File: src/ars_pkg.sv
// Purpose: Constants for the result read-back, switch and indicator register bank
// Assumes: Byte-wide registers reached through the decoded serial frame port
// Notes: Offsets are the register addresses carried by the serial frame
package ars_pkg;
	localparam int ARS_ADDR_W = 6;
	localparam int ARS_DATA_W = 8;
	localparam int ARS_SUPPLY_W = 10;
	localparam int ARS_CHAN_N = 4;
	localparam int ARS_IND_N = 8;

	// Register offsets
	localparam logic [5:0] ARS_OFS_TEMP_CHAN3 = 6'h15;
	localparam logic [5:0] ARS_OFS_TEMP_CHAN4 = 6'h16;
	localparam logic [5:0] ARS_OFS_VOLT_CHAN1 = 6'h17;
	localparam logic [5:0] ARS_OFS_VOLT_CHAN2 = 6'h18;
	localparam logic [5:0] ARS_OFS_VOLT_CHAN3 = 6'h19;
	localparam logic [5:0] ARS_OFS_VOLT_CHAN4 = 6'h1A;
	localparam logic [5:0] ARS_OFS_SUPPLY_HIGH = 6'h1B;
	localparam logic [5:0] ARS_OFS_SUPPLY_LOW = 6'h1C;
	localparam logic [5:0] ARS_OFS_SWITCH = 6'h1D;
	localparam logic [5:0] ARS_OFS_IND_LOW = 6'h1E;
	localparam logic [5:0] ARS_OFS_IND_HIGH = 6'h1F;

	// Reset values
	localparam logic [7:0] ARS_RESULT_RST = 8'h00;
	localparam logic [9:0] ARS_SUPPLY_RST = 10'h000;
	localparam logic [3:0] ARS_SWITCH_RST = 4'h0;
	localparam logic [3:0] ARS_IND_RST = 4'h0;
	localparam logic [7:0] ARS_RDATA_ZERO = 8'h00;

	// Converter result selectors on the load port
	typedef enum logic [2:0] {
		ARS_SEL_TEMP3 = 3'h0,
		ARS_SEL_TEMP4 = 3'h1,
		ARS_SEL_VOLT1 = 3'h2,
		ARS_SEL_VOLT2 = 3'h3,
		ARS_SEL_VOLT3 = 3'h4,
		ARS_SEL_VOLT4 = 3'h5,
		ARS_SEL_SUPPLY = 3'h6
	} ars_sel_t;
endpackage : ars_pkg

File: src/ars_regs.sv
// Purpose: Register bank for converter read-back, channel switch state and indicators
// Assumes: Frame decoder and converter run on clk_in; one access per cycle at most
// Notes: Read data appears one cycle after the read strobe
// Summary of operation
// - Channel 3 temperature result read at 15h
// - Channel 4 temperature result read at 16h
// - Four voltage results read at 17h-1Ah
// - Upper supply result bits read at 1Bh
// - Supply low bits at 1Ch, rest zero
// - Switch write uses data field only
// - Bits 3..0 drive channels 4..1 on
// - Switch bits reset off, upper bits reserved
// - Register 1Eh drives indicators 1 to 4
// - Register 1Fh drives indicators 5 to 8
`timescale 1ns/1ns
module ars_regs
	import ars_pkg::*;
(
	input wire logic clk_in,
	input wire logic reset_n_in,
	input wire logic reg_wr_in,
	input wire logic reg_rd_in,
	input wire logic [ARS_ADDR_W-1:0] reg_addr_in,
	input wire logic [ARS_DATA_W-1:0] reg_wdata_in,
	input wire logic [ARS_CHAN_N-1:0] frame_switch_bits_in,
	input wire logic conv_load_in,
	input wire logic [2:0] conv_sel_in,
	input wire logic [ARS_SUPPLY_W-1:0] conv_data_in,
	output logic [ARS_DATA_W-1:0] reg_rdata_out,
	output logic reg_rvalid_out,
	output logic [ARS_CHAN_N-1:0] chan_switch_on_out,
	output logic [ARS_IND_N-1:0] indicator_on_out
);
	logic [7:0] temp_value_q [2];
	logic [7:0] volt_value_q [ARS_CHAN_N];
	logic [ARS_SUPPLY_W-1:0] supply_value_q;
	logic [ARS_CHAN_N-1:0] switch_q;
	logic [3:0] ind_low_q;
	logic [3:0] ind_high_q;
	logic [7:0] rdata_q;
	logic rvalid_q;
	logic frame_switch_unused;

	// Read decode; unmapped offsets answer zero
	function automatic logic [7:0] read_mux(input logic [5:0] addr);
		logic [7:0] v;
		v = ARS_RDATA_ZERO;
		case (addr)
			ARS_OFS_TEMP_CHAN3: v = temp_value_q[0];
			ARS_OFS_TEMP_CHAN4: v = temp_value_q[1];
			ARS_OFS_VOLT_CHAN1: v = volt_value_q[0];
			ARS_OFS_VOLT_CHAN2: v = volt_value_q[1];
			ARS_OFS_VOLT_CHAN3: v = volt_value_q[2];
			ARS_OFS_VOLT_CHAN4: v = volt_value_q[3];
			ARS_OFS_SUPPLY_HIGH: v = supply_value_q[9:2];
			ARS_OFS_SUPPLY_LOW: v = {6'h00, supply_value_q[1:0]};
			ARS_OFS_SWITCH: v = {4'h0, switch_q};
			ARS_OFS_IND_LOW: v = {4'h0, ind_low_q};
			ARS_OFS_IND_HIGH: v = {4'h0, ind_high_q};
			default: v = ARS_RDATA_ZERO;
		endcase
		return v;
	endfunction : read_mux

	// Write hit on a given offset
	function automatic logic wr_hit(input logic wr, input logic [5:0] addr, input logic [5:0] ofs);
		return wr && (addr == ofs);
	endfunction : wr_hit

	// The frame's own switch bits are deliberately not consumed here
	assign frame_switch_unused = ^frame_switch_bits_in;

	// Converter results; only the converter port loads them, bus writes cannot
	always_ff @(posedge clk_in or negedge reset_n_in) begin
		if (!reset_n_in) begin
			temp_value_q[0] <= ARS_RESULT_RST;
			temp_value_q[1] <= ARS_RESULT_RST;
			for (int i = 0; i < ARS_CHAN_N; i++) begin
				volt_value_q[i] <= ARS_RESULT_RST;
			end
			supply_value_q <= ARS_SUPPLY_RST;
		end else if (conv_load_in) begin
			case (conv_sel_in)
				ARS_SEL_TEMP3: temp_value_q[0] <= conv_data_in[7:0];
				ARS_SEL_TEMP4: temp_value_q[1] <= conv_data_in[7:0];
				ARS_SEL_VOLT1: volt_value_q[0] <= conv_data_in[7:0];
				ARS_SEL_VOLT2: volt_value_q[1] <= conv_data_in[7:0];
				ARS_SEL_VOLT3: volt_value_q[2] <= conv_data_in[7:0];
				ARS_SEL_VOLT4: volt_value_q[3] <= conv_data_in[7:0];
				ARS_SEL_SUPPLY: supply_value_q <= conv_data_in;
				default: ;
			endcase
		end
	end

	// Switch state comes only from the data field; reserved bits are dropped
	always_ff @(posedge clk_in or negedge reset_n_in) begin
		if (!reset_n_in) begin
			switch_q <= ARS_SWITCH_RST;
		end else if (wr_hit(reg_wr_in, reg_addr_in, ARS_OFS_SWITCH)) begin
			switch_q <= reg_wdata_in[3:0];
		end
	end

	// Indicator controls, low nibble only
	always_ff @(posedge clk_in or negedge reset_n_in) begin
		if (!reset_n_in) begin
			ind_low_q <= ARS_IND_RST;
			ind_high_q <= ARS_IND_RST;
		end else begin
			if (wr_hit(reg_wr_in, reg_addr_in, ARS_OFS_IND_LOW)) begin
				ind_low_q <= reg_wdata_in[3:0];
			end
			if (wr_hit(reg_wr_in, reg_addr_in, ARS_OFS_IND_HIGH)) begin
				ind_high_q <= reg_wdata_in[3:0];
			end
		end
	end

	// Registered read path keeps the data output glitch free
	always_ff @(posedge clk_in or negedge reset_n_in) begin
		if (!reset_n_in) begin
			rdata_q <= ARS_RDATA_ZERO;
			rvalid_q <= 1'b0;
		end else begin
			rvalid_q <= reg_rd_in;
			if (reg_rd_in) begin
				rdata_q <= read_mux(reg_addr_in);
			end
		end
	end

	// Outputs
	assign reg_rdata_out = rdata_q;
	assign reg_rvalid_out = rvalid_q;
	assign chan_switch_on_out = switch_q;
	assign indicator_on_out = {ind_high_q, ind_low_q};

	// Read-back checks; the byte must be the register as it stood when the strobe was taken
	a_temp3_read: assert property (@(posedge clk_in) disable iff (!reset_n_in)
		(reg_rd_in && reg_addr_in == ARS_OFS_TEMP_CHAN3) |=> (reg_rvalid_out && reg_rdata_out == $past(temp_value_q[0])))
		else $error("temperature 3 read mismatch");
	a_temp4_read: assert property (@(posedge clk_in) disable iff (!reset_n_in)
		(reg_rd_in && reg_addr_in == ARS_OFS_TEMP_CHAN4) |=> reg_rdata_out == $past(temp_value_q[1]))
		else $error("temperature 4 read mismatch");
	a_volt1_read: assert property (@(posedge clk_in) disable iff (!reset_n_in)
		(reg_rd_in && reg_addr_in == ARS_OFS_VOLT_CHAN1) |=> reg_rdata_out == $past(volt_value_q[0]))
		else $error("voltage 1 read mismatch");
	a_volt2_read: assert property (@(posedge clk_in) disable iff (!reset_n_in)
		(reg_rd_in && reg_addr_in == ARS_OFS_VOLT_CHAN2) |=> reg_rdata_out == $past(volt_value_q[1]))
		else $error("voltage 2 read mismatch");
	a_volt3_read: assert property (@(posedge clk_in) disable iff (!reset_n_in)
		(reg_rd_in && reg_addr_in == ARS_OFS_VOLT_CHAN3) |=> reg_rdata_out == $past(volt_value_q[2]))
		else $error("voltage 3 read mismatch");
	a_volt4_read: assert property (@(posedge clk_in) disable iff (!reset_n_in)
		(reg_rd_in && reg_addr_in == ARS_OFS_VOLT_CHAN4) |=> reg_rdata_out == $past(volt_value_q[3]))
		else $error("voltage 4 read mismatch");

	// Supply halves; the high byte is held against the converter word, not the register copy
	a_supply_high_read: assert property (@(posedge clk_in) disable iff (!reset_n_in)
		(conv_load_in && conv_sel_in == ARS_SEL_SUPPLY) ##1 (reg_rd_in && reg_addr_in == ARS_OFS_SUPPLY_HIGH)
		|=> reg_rdata_out == $past(conv_data_in[9:2], 2))
		else $error("supply high read mismatch");
	a_supply_low_read: assert property (@(posedge clk_in) disable iff (!reset_n_in)
		(reg_rd_in && reg_addr_in == ARS_OFS_SUPPLY_LOW) |=> (reg_rdata_out[7:2] == 6'h00
		&& reg_rdata_out[1:0] == $past(supply_value_q[1:0])))
		else $error("supply low read mismatch");

	// Switch register: data field only, held between writes
	a_switch_write: assert property (@(posedge clk_in) disable iff (!reset_n_in)
		(reg_wr_in && reg_addr_in == ARS_OFS_SWITCH) |=> chan_switch_on_out == $past(reg_wdata_in[3:0]))
		else $error("switch state not taken from data field");
	a_switch_hold: assert property (@(posedge clk_in) disable iff (!reset_n_in)
		!(reg_wr_in && reg_addr_in == ARS_OFS_SWITCH) |=> $stable(chan_switch_on_out))
		else $error("switch state changed without a write");
	a_switch_read: assert property (@(posedge clk_in) disable iff (!reset_n_in)
		(reg_rd_in && reg_addr_in == ARS_OFS_SWITCH) |=> reg_rdata_out == {4'h0, $past(chan_switch_on_out)})
		else $error("switch readback mismatch");

	// Indicator writes land one cycle after the strobe
	a_ind_low_write: assert property (@(posedge clk_in) disable iff (!reset_n_in)
		(reg_wr_in && reg_addr_in == ARS_OFS_IND_LOW) |=> indicator_on_out[3:0] == $past(reg_wdata_in[3:0]))
		else $error("indicator 1-4 write mismatch");
	a_ind_high_write: assert property (@(posedge clk_in) disable iff (!reset_n_in)
		(reg_wr_in && reg_addr_in == ARS_OFS_IND_HIGH) |=> indicator_on_out[7:4] == $past(reg_wdata_in[3:0]))
		else $error("indicator 5-8 write mismatch");

	// A bus write to the channel 3 temperature result at 15h must leave it alone
	a_result_readonly: assert property (@(posedge clk_in) disable iff (!reset_n_in)
		(reg_wr_in && reg_addr_in == ARS_OFS_TEMP_CHAN3 && !conv_load_in) |=> $stable(temp_value_q[0]))
		else $error("result register changed by a write");

	// Indicator read-back shows zeros in the reserved upper nibble
	a_ind_low_read: assert property (@(posedge clk_in) disable iff (!reset_n_in)
		(reg_rd_in && reg_addr_in == ARS_OFS_IND_LOW) |=> reg_rdata_out == {4'h0, $past(indicator_on_out[3:0])})
		else $error("indicator 1-4 readback mismatch");
	a_ind_high_read: assert property (@(posedge clk_in) disable iff (!reset_n_in)
		(reg_rd_in && reg_addr_in == ARS_OFS_IND_HIGH) |=> reg_rdata_out == {4'h0, $past(indicator_on_out[7:4])})
		else $error("indicator 5-8 readback mismatch");

	// Indicators only move on a write to one of their own offsets
	a_ind_hold: assert property (@(posedge clk_in) disable iff (!reset_n_in)
		!(reg_wr_in && (reg_addr_in == ARS_OFS_IND_LOW || reg_addr_in == ARS_OFS_IND_HIGH)) |=> $stable(indicator_on_out))
		else $error("indicators changed without a write");

	// Unmapped offsets answer zero so a host never reads a stale byte
	a_unmapped_read: assert property (@(posedge clk_in) disable iff (!reset_n_in)
		(reg_rd_in && (reg_addr_in < ARS_OFS_TEMP_CHAN3 || reg_addr_in > ARS_OFS_IND_HIGH)) |=> reg_rdata_out == ARS_RDATA_ZERO)
		else $error("unmapped read not zero");

	// Every strobe gets one valid pulse a cycle later, and the byte holds between reads
	a_read_valid: assert property (@(posedge clk_in) disable iff (!reset_n_in)
		reg_rvalid_out == $past(reg_rd_in))
		else $error("read valid pulse misplaced");
	a_rdata_hold: assert property (@(posedge clk_in) disable iff (!reset_n_in)
		!reg_rd_in |=> $stable(reg_rdata_out))
		else $error("read data changed without a read");

	// Reset must leave every output transistor and indicator off
	a_reset_off: assert property (@(posedge clk_in) disable iff (!reset_n_in)
		$rose(reset_n_in) |-> (chan_switch_on_out == ARS_SWITCH_RST && indicator_on_out == {ARS_IND_RST, ARS_IND_RST}))
		else $error("outputs not off after reset");
endmodule : ars_regs

File: config.mk
export PLATFORM = sky130hd
export DESIGN_NAME = ars_regs
export DESIGN_NICKNAME = d
export VERILOG_FILES = /design/src/ars_pkg.sv /design/src/ars_regs.sv
export SDC_FILE = /design/constraint.sdc
export NUM_CORES = 1
export LEC_CHECK = 0
export CAP_MARGIN = 10
export CORE_AREA = 2 2 104 106
export DETAILED_ROUTE_END_ITERATION = 16
export DIE_AREA = 0 0 106 108
export DONT_BUFFER_PORTS = 1
export PLACE_DENSITY = 0.58
export SYNTH_ARGS = -nofsm -noshare
export SYNTH_HDL_FRONTEND = slang
export SYNTH_SLANG_ARGS = --single-unit
File: constraint.sdc
create_clock -name clk_in -period 2 [get_ports clk_in]
set_clock_uncertainty 0.15 [all_clocks]
set_input_delay 0.1 -clock clk_in [delete_from_list [all_inputs] [get_ports clk_in]]
set_output_delay 0.1 -clock clk_in [all_outputs]
set_load 0.005 [all_outputs]
==> impl_metrics.sql, run 1 <==
INSERT INTO impl_metrics (metric_group, metric, value, unit) VALUES
('finish', 'finalCoreUtilization', '42.3', '%'),
('finish', 'syn_to_final_growth', '18.9', '%'),
('power', 'vdd.ir_drop.worst', '0.327', 'mV'),
('setup_path', 'timing.critical_path.from_type', 'flop', ''),
('setup_path', 'arrival', '1.91', 'ns'),
('drt', 'route.detailed.drc', '0', ''),
('grt', 'grt_overflow', '0', ''),
('power', 'total_leakage_power', '1.83', 'nW'),
('place', 'portBuffers', '0', ''),
('synthesis', 'gate_count_of_the_mapped_netlist', '256', ''),
('synthesis', 'synth.distinct_cells', '39', ''),
('finish', 'fraction_of_final_layout_cells_with_drive_strength_greater_than_1', '34.2', '%'),
('sta', 'rsz0062_at_grt', 'no', ''),
('job', 'cap_viol_max_count', '0', ''),
('clock_tree', 'number_of_levels_in_the_clock_h_tree', '3', ''),
('finish', 'antenna_cells_inserted', '0', ''),
('grt', 'antenna_found_initial', '0', ''),
('run_status', 'violated_checks', 'negative hold slack', ''),
('clock_tree', 'cts.sinks', '79', ''),
('finish', 'instances_no_fill', '431', ''),
('sta', 'fin_tns_setup', '0', 'ns'),
('synthesis', 'synth_seq_area_share', '54.4', '%'),
('floorplanning', 'chipWidth', '106', 'um'),
('drt', 'route.detailed.vias_per_inst', '5.36', ''),
('setup_path', 'critical_path.cell_chain', 'mux4_2 > and2_0 > a2111oi_1 > o22ai_1', ''),
('grt', 'grt_first_pass_wirelength', '13400', 'um'),
('sta', 'whs', '-0.717', 'ns'),
('clock_tree', 'clock_insertion_delay_worst_skew', '0.35', 'ns'),
('floorplanning', 'pin_count', '57', ''),
('sta', 'layout_min_cycle_time', '1.84', 'ns'),
('clock_tree', 'worst_setup_hold_path_clk_slew', '0.09', 'ns'),
('sta', 'worst_slack', '0.156', 'ns'),
('clock_tree', 'cts.root.buffer_cell', 'sky130_fd_sc_hd__clkbuf_8', ''),
('synthesis', 'synth-seq-cells', '79', ''),
('synthesis', 'yosysWarningCount', '0', ''),
('drt', 'antenna_left', '0', ''),
('sta', 'hold_viol', '79', ''),
('sta', 'final-setup-viol-count', '0', ''),
('place', 'dpl_worst_slack', '0.185', 'ns'),
('drt', 'dr_total_vias', '2309', ''),
('clock_tree', 'clock_tree_from_tritoncts', 'yes', ''),
('setup_path', 'critical_path.top_delay_family', 'compound AO/OA/AOI/OAI gates', ''),
('finish', 'fill_cells', '943', ''),
('worst_hold_path', 'hold_path.class', 'in2async', ''),
('setup_path', 'rrSetupSlack', '0.16', 'ns'),
('clock_tree', 'post_cts_hold_buffer_count', '26', ''),
('clock_tree', 'tritoncts.num_buffers', '9', ''),
('sta', 'timing_max_transition_violations_final', '0', ''),
('floorplanning', 'initial_core_util', '35.6', '%'),
('run_status', 'status', 'finished, violations left', ''),
('setup_path', 'worst-path-buf-inv', '0', ''),
('floorplanning', 'core-area', '10200', 'um^2'),
('setup_path', 'cp_slowest_cell', 'sky130_fd_sc_hd__mux4_2', ''),
('sta', 'worst_slew_margin_relative_to_its_limit', '48.4', '%'),
('setup_path', 'cp_data_required_time', '2.06', 'ns'),
('sta', 'min_period_over_period', '92.2', '%'),
('grt', 'number_of_global_route_vias_before_repair', '2404', ''),
('floorplanning', 'placement_rows', '37', ''),
('place', 'dp_hpwl', '5250', 'um'),
('setup_path', 'cp_slowest_stage_delay', '0.45', 'ns'),
('synthesis', 'synth_area', '3640', 'um^2'),
('floorplanning', 'floorplan.die_area', '11400', 'um^2'),
('drt', 'routed_wl', '8260', 'um'),
('setup_path', 'critical_path.endpoint_type', 'flop', ''),
('drt', 'drt_pass1_iterations', '4', ''),
('setup_path', 'timing_worst_setup_path_type', 'reg2reg', ''),
('floorplanning', 'dieHeight', '108', 'um'),
('setup_path', 'critical_path.max_fanout', '2', ''),
('setup_path', 'reg2regPathDepth', '4', ''),
('sta', 'maxClockFrequency', '0.542', 'GHz'),
('setup_path', 'critical_path.reg2reg.startpoint', 'supply_value_q[3]', '');
[worst max path at each step]
stage | startpoint | end | slack, ns | depth (start not counted)
5_1_grt | supply_value_q[3] | reg_rdata_out[1] | 0.04 | 4
4_1_cts | reg_rd_in | reg_rdata_out[0] | 0.16 | 5
3_3_place_gp | supply_value_q[3] | reg_rdata_out[1] | 0.20 | 4
2_1_floorplan | supply_value_q[3] | reg_rdata_out[1] | 0.33 | 4
6_report | supply_value_q[3] | reg_rdata_out[1] | 0.16 | 4
3_5_place_dp | supply_value_q[3] | reg_rdata_out[1] | 0.18 | 4
[power breakdown]
group / switching, mW / internal (mW) / leakage [nW]
combinational: 0.182 / 0.373 / 0.736
sequential: 0.160 / 1.89 / 0.973
clock: 0.604 / 0.833 / 0.120
[layout make-up]
| type | count | share of cell area (%) |
|---|---|---|
| tap | 136 | 3.93 |
| inverter | 6 | 0.521 |
| timing repair buffer | 35 | 7.64 |
| clock buffer | 9 | 2.86 |
| multi-input combinational | 159 | 36.6 |
| sequential | 79 | 45.7 |
| clock inverter | 7 | 2.78 |
[flip-flops by register name, summed over array words and instances (netlist names)]
name and count:
volt_value_q 32, temp_value_q 16, supply_value_q 10, reg_rdata_out 8, chan_switch_on_out 4, ind_high_q 4
ind_low_q 4, reg_rvalid_out 1
[layout by cell type (no fill, tap or decap), types with 2 or more instances in the layout]
master	Yosys	final
sky130_fd_sc_hd__a211oi_1	8	8
sky130_fd_sc_hd__a21oi_1	11	11
sky130_fd_sc_hd__a22oi_1	4	4
sky130_fd_sc_hd__buf_4	0	9
sky130_fd_sc_hd__bufinv_16	0	3
sky130_fd_sc_hd__clkbuf_8	0	9
sky130_fd_sc_hd__dfrtp_1	79	79
sky130_fd_sc_hd__dlygate4sd3_1	0	25
sky130_fd_sc_hd__inv_1	6	6
sky130_fd_sc_hd__mux2_2	71	71
sky130_fd_sc_hd__mux2i_1	12	12
sky130_fd_sc_hd__mux4_1	6	6
sky130_fd_sc_hd__nand2_1	3	3
sky130_fd_sc_hd__nand4b_1	4	4
sky130_fd_sc_hd__nor2_1	5	5
sky130_fd_sc_hd__nor2b_1	2	2
sky130_fd_sc_hd__nor3_1	2	2
sky130_fd_sc_hd__nor3_2	2	2
sky130_fd_sc_hd__nor3b_2	2	2
sky130_fd_sc_hd__nor4bb_1	2	2
sky130_fd_sc_hd__o21ai_0	2	2
sky130_fd_sc_hd__o22ai_1	3	3
sky130_fd_sc_hd__o2bb2ai_1	4	4
[stage by stage]
step	total power, mW	hold slack (ns)	instance area [um^2]
after global placement	2.55	-0.344	3820
after floorplan	2.48	-0.346	3640
final	4.05	-0.717	4330
after global routing	4.26	-0.751	4330
after detailed placement	2.58	-0.344	3820
after CTS	4.10	-0.736	4320
[worst reg2reg max path, stage by stage, from the launching register on]
cell and delay (ns):
sky130_fd_sc_hd__dfrtp_1 0.38, sky130_fd_sc_hd__mux4_2 0.45, sky130_fd_sc_hd__and2_0 0.19, sky130_fd_sc_hd__a2111oi_1 0.43, sky130_fd_sc_hd__o22ai_1 0.11
[synthesized netlist by cell type, drive strengths merged]
master   instances  share of area (%)
a2111oi          1               0.28
a211o            1               0.24
a211oi           8                1.7
a21boi           1               0.21
a21oi           11                1.5
a22oi            4               0.83
a32oi            1               0.24
and2             2               0.34
and4b            1               0.28
buf              5               0.83
clkbuf           7               0.72
dfrtp           79                 54
inv              6               0.62
mux2            71                 22
mux2i           12                3.3
mux4             7                5.0
nand2            3               0.31
nand2b           1               0.17
nand3            1               0.14
nand4            1               0.17
nand4b           4               0.96
nand4bb          1               0.31
nor2             5               0.52
nor2b            2               0.34
nor3             4               0.83
nor3b            2               0.69
nor4bb           2               0.55
o2111ai          1               0.24
o21a             1               0.21
o21ai            2               0.28
o22ai            3               0.52
o2bb2ai          4               0.96
o41a             1               0.31
or3              1               0.17
[per-layer routing]
layer  track usage [%]  up-vias  routed length, um
met5                 0        -                  0
met4              6.30        0                167
met3              3.80       12                421
met2              22.9       67               3560
met1              22.4     1186               4110
li1                  -     1044                  -
[kinds of logic (layout without fill, tap and decap cells)]
family / count (synthesis) / in the layout / synth area share, %
mux: 90 / 90 / 30.2
flops: 79 / 79 / 54.4
compound gates: 39 / 39 / 7.47
simple gates: 30 / 30 / 5.78
buf+inv: 18 / 57 / 2.17
[repair_timing]
item | in CTS | in global routing
endpoints found under the setup margin | 0 | 2
gates resized for setup | 0 | 1
hold endpoints to repair | 158 | 79
No activity file was read; power rests on OpenSTA's default activity.
==> inputs of run 2 (changes only) <==
--- a/config.mk
+++ b/config.mk
@@ -5,12 +5,13 @@
 export SDC_FILE = /design/constraint.sdc
 export NUM_CORES = 1
 export LEC_CHECK = 0
+export ABC_CLOCK_PERIOD_IN_PS = 2000
 export CAP_MARGIN = 10
 export CORE_AREA = 2 2 104 106
 export DETAILED_ROUTE_END_ITERATION = 16
 export DIE_AREA = 0 0 106 108
 export DONT_BUFFER_PORTS = 1
-export PLACE_DENSITY = 0.58
+export RECOVER_POWER = 50
 export SYNTH_ARGS = -nofsm -noshare
 export SYNTH_HDL_FRONTEND = slang
 export SYNTH_SLANG_ARGS = --single-unit
==> run 2 against run 1 <==
  * The run still ends with negative hold slack left
  * Non-clock buffer count fell by 1
  * Clock power fell by 9.7%
  * Final area fell by 1.1%
  * Sequential share of layout area rose by 0.49 points
  * Maximum frequency rose by 2.9%
  * Hold slack improved by 0.0010 ns
  * Die area did not move
  * Critical path depth did not move
  * Core utilization fell by 0.45 points
  * Clock-buffer cell count rose by 2
  * Wire length rose by 2.8%
  * Register-to-register slack improved by 0.05 ns
  * Highest routed layer unchanged
==> impl_metrics.sql, run 2 (synthesized netlist as in run 1, its figures left out) <==
INSERT INTO impl_metrics (metric_group, metric, value, unit) VALUES
('place', 'dpl_worst_slack', '0.229', 'ns'),
('grt', 'grt_first_pass_wirelength', '13600', 'um'),
('floorplanning', 'core-area', '10200', 'um^2'),
('setup_path', 'worst-path-buf-inv', '0', ''),
('floorplanning', 'chipWidth', '106', 'um'),
('drt', 'route.detailed.drc', '0', ''),
('sta', 'layout_min_cycle_time', '1.79', 'ns'),
('finish', 'layout_commonest_cell', 'sky130_fd_sc_hd__dfrtp_1', ''),
('power', 'total_leakage_power', '1.79', 'nW'),
('clock_tree', 'cts-resized-gates', '0', ''),
('sta', 'worst_slack', '0.209', 'ns'),
('grt', 'grt_overflow', '0', ''),
('setup_path', 'critical_path.endpoint_type', 'flop', ''),
('clock_tree', 'postCtsSetupRepairBufs', '0', ''),
('sta', 'maxClockFrequency', '0.558', 'GHz'),
('floorplanning', 'pin_count', '57', ''),
('place', 'dp_hpwl', '5290', 'um'),
('drt', 'dr_total_vias', '2282', ''),
('finish', 'layout_top_registers', 'volt_value_q x32, temp_value_q x16, supply_value_q x10', ''),
('clock_tree', 'cts.sinks', '79', ''),
('power', 'vdd.ir_drop.worst', '0.433', 'mV'),
('setup_path', 'critical_path.max_fanout', '2', ''),
('clock_tree', 'clock_insertion_delay_worst_skew', '0.34', 'ns'),
('grt', 'grt_max_degree', '80', ''),
('setup_path', 'cp_data_required_time', '2.06', 'ns'),
('power', 'finalPower', '3.90', 'mW'),
('sta', 'worst_slew_margin_relative_to_its_limit', '46.1', '%'),
('setup_path', 'timing_worst_setup_path_type', 'reg2reg', ''),
('run_status', 'violated_checks', 'negative hold slack', ''),
('drt', 'post_drt_wl_per_cell', '19.7', 'um'),
('sta', 'whs', '-0.716', 'ns'),
('setup_path', 'timing.critical_path.from_type', 'flop', ''),
('drt', 'route.detailed.vias_per_inst', '5.29', ''),
('sta', 'hold_viol', '79', ''),
('floorplanning', 'placement_rows', '37', ''),
('finish', 'post-route-cell-area', '4280', 'um^2'),
('finish', 'number_of_flip_flops_in_the_largest_register', '32', ''),
('clock_tree', 'clock_tree_from_tritoncts', 'yes', ''),
('place', 'portBuffers', '0', ''),
('run_status', 'status', 'finished, violations left', ''),
('job', 'cap_viol_max_count', '0', ''),
('setup_path', 'arrival', '1.85', 'ns'),
('drt', 'detailedRoute.firstIterationViolations', '102', ''),
('grt', 'antenna_found_initial', '1', ''),
('clock_tree', 'number_of_levels_in_the_clock_h_tree', '3', ''),
('sta', 'final-setup-viol-count', '0', ''),
('finish', 'syn_to_final_growth', '17.6', '%'),
('drt', 'drt_pass1_iterations', '4', ''),
('finish', 'fraction_of_final_layout_cells_with_drive_strength_greater_than_1', '33.7', '%'),
('clock_tree', 'cts.root.buffer_cell', 'sky130_fd_sc_hd__clkbuf_8', ''),
('floorplanning', 'floorplan.die_area', '11400', 'um^2'),
('clock_tree', 'tritoncts.num_buffers', '9', ''),
('worst_hold_path', 'hold_path.class', 'in2async', ''),
('sta', 'timing_max_transition_violations_final', '0', ''),
('clock_tree', 'post_cts_hold_buffer_count', '24', ''),
('finish', 'most-common-layout-cells', '79 x sky130_fd_sc_hd__dfrtp_1, 71 x sky130_fd_sc_hd__mux2_2, 24 x sky130_fd_sc_hd__dlygate4sd3_1', ''),
('sta', 'min_period_over_period', '89.6', '%'),
('power', 'power.density_cell_area', '912', 'nW/um^2'),
('finish', 'top_reg_by_flops', 'volt_value_q', ''),
('setup_path', 'critical_path.cell_chain', 'mux4_2 > and2_0 > a2111oi_1 > o22ai_1', ''),
('grt', 'global_route.usage.total', '15.6', '%'),
('clock_tree', 'clockBufferDepth', '2', ''),
('finish', 'finalCoreUtilization', '41.8', '%'),
('setup_path', 'cp_slowest_stage_delay', '0.46', 'ns'),
('place', 'gpl.final_weighted_congestion', '0.741', ''),
('sta', 'worst_pin_slew', '0.804', 'ns'),
('grt', 'number_of_global_route_vias_before_repair', '2393', ''),
('floorplanning', 'dieHeight', '108', 'um'),
('setup_path', 'cp_slowest_cell', 'sky130_fd_sc_hd__mux4_2', ''),
('setup_path', 'critical_path.top_delay_family', 'compound AO/OA/AOI/OAI gates', ''),
('sta', 'fin_tns_setup', '0', 'ns'),
('drt', 'routed_wl', '8490', 'um'),
('place', 'dpl-instance-area', '3830', 'um^2'),
('finish', 'final_nets', '325', ''),
('drt', 'antenna_left', '0', ''),
('floorplanning', 'initial_core_util', '35.6', '%'),
('sta', 'rsz0062_at_grt', 'no', ''),
('clock_tree', 'worst_setup_hold_path_clk_slew', '0.09', 'ns');
run 2: cell types whose count changed in the layout (fill, tap and decap cells not counted), sizes merged:
cell | previous run | this run
dlymetal6s4s | 1 | 0
bufinv | 3 | 2
dlygate4sd3 | 25 | 24
clkinvlp | 1 | 3
inv | 7 | 6
clkinv | 2 | 0
clkbuf | 9 | 12
diode | 0 | 1
run 2: area by class of cell:
class	count	area (um^2)
fillers	958	5950
inverters	6	22.5
diodes	1	2.50
well taps	136	170
flip-flops and latches	79	1980
clock buffers	11	131
clock inverters	5	82.6
repair buffers	34	312
multi-input cells	159	1580
run 2: power by group:
group	total (mW)	internal (mW)	switching, mW	leakage [nW]
clock network	1.30	0.704	0.591	0.0958
registers	2.05	1.89	0.158	0.973
logic	0.554	0.373	0.181	0.723
run 2: final timing paths:
check / to / cells past startpoint / slack [ns] / start
worst max-delay path: reg_rdata_out[1] / 4 / 0.21 / volt_value_q[17]
worst min-delay path: supply_value_q[8] / 0 / -0.72 / reset_n_in
worst max register to register: reg_rdata_out[1] / 4 / 0.21 / volt_value_q[17]
worst min register to register: volt_value_q[19] / 1 / 0.35 / volt_value_q[19]
max in group asynchronous: ind_low_q[3] / 0 / 2.27 / reset_n_in
min in group clk_in: reg_rdata_out[1] / 2 / 0.04 / reg_addr_in[3]
run 2: per-stage QoR:
step	cells	hold WS, ns
2_1_floorplan	256	-0.346
3_3_place_gp	390	-0.343
3_5_place_dp	390	-0.343
4_1_cts	430	-0.725
5_1_grt	430	-0.737
6_report	431	-0.716
run 2: metal layers:
layer | track usage (%) | vias up | part of all wire, %
met2 | 24.0 | 63 | 46
met5 | 0 | - | 0
li1 | - | 1034 | -
met3 | 5.12 | 5 | 5.9
met4 | 3.48 | 0 | 0.70
met1 | 21.6 | 1180 | 47
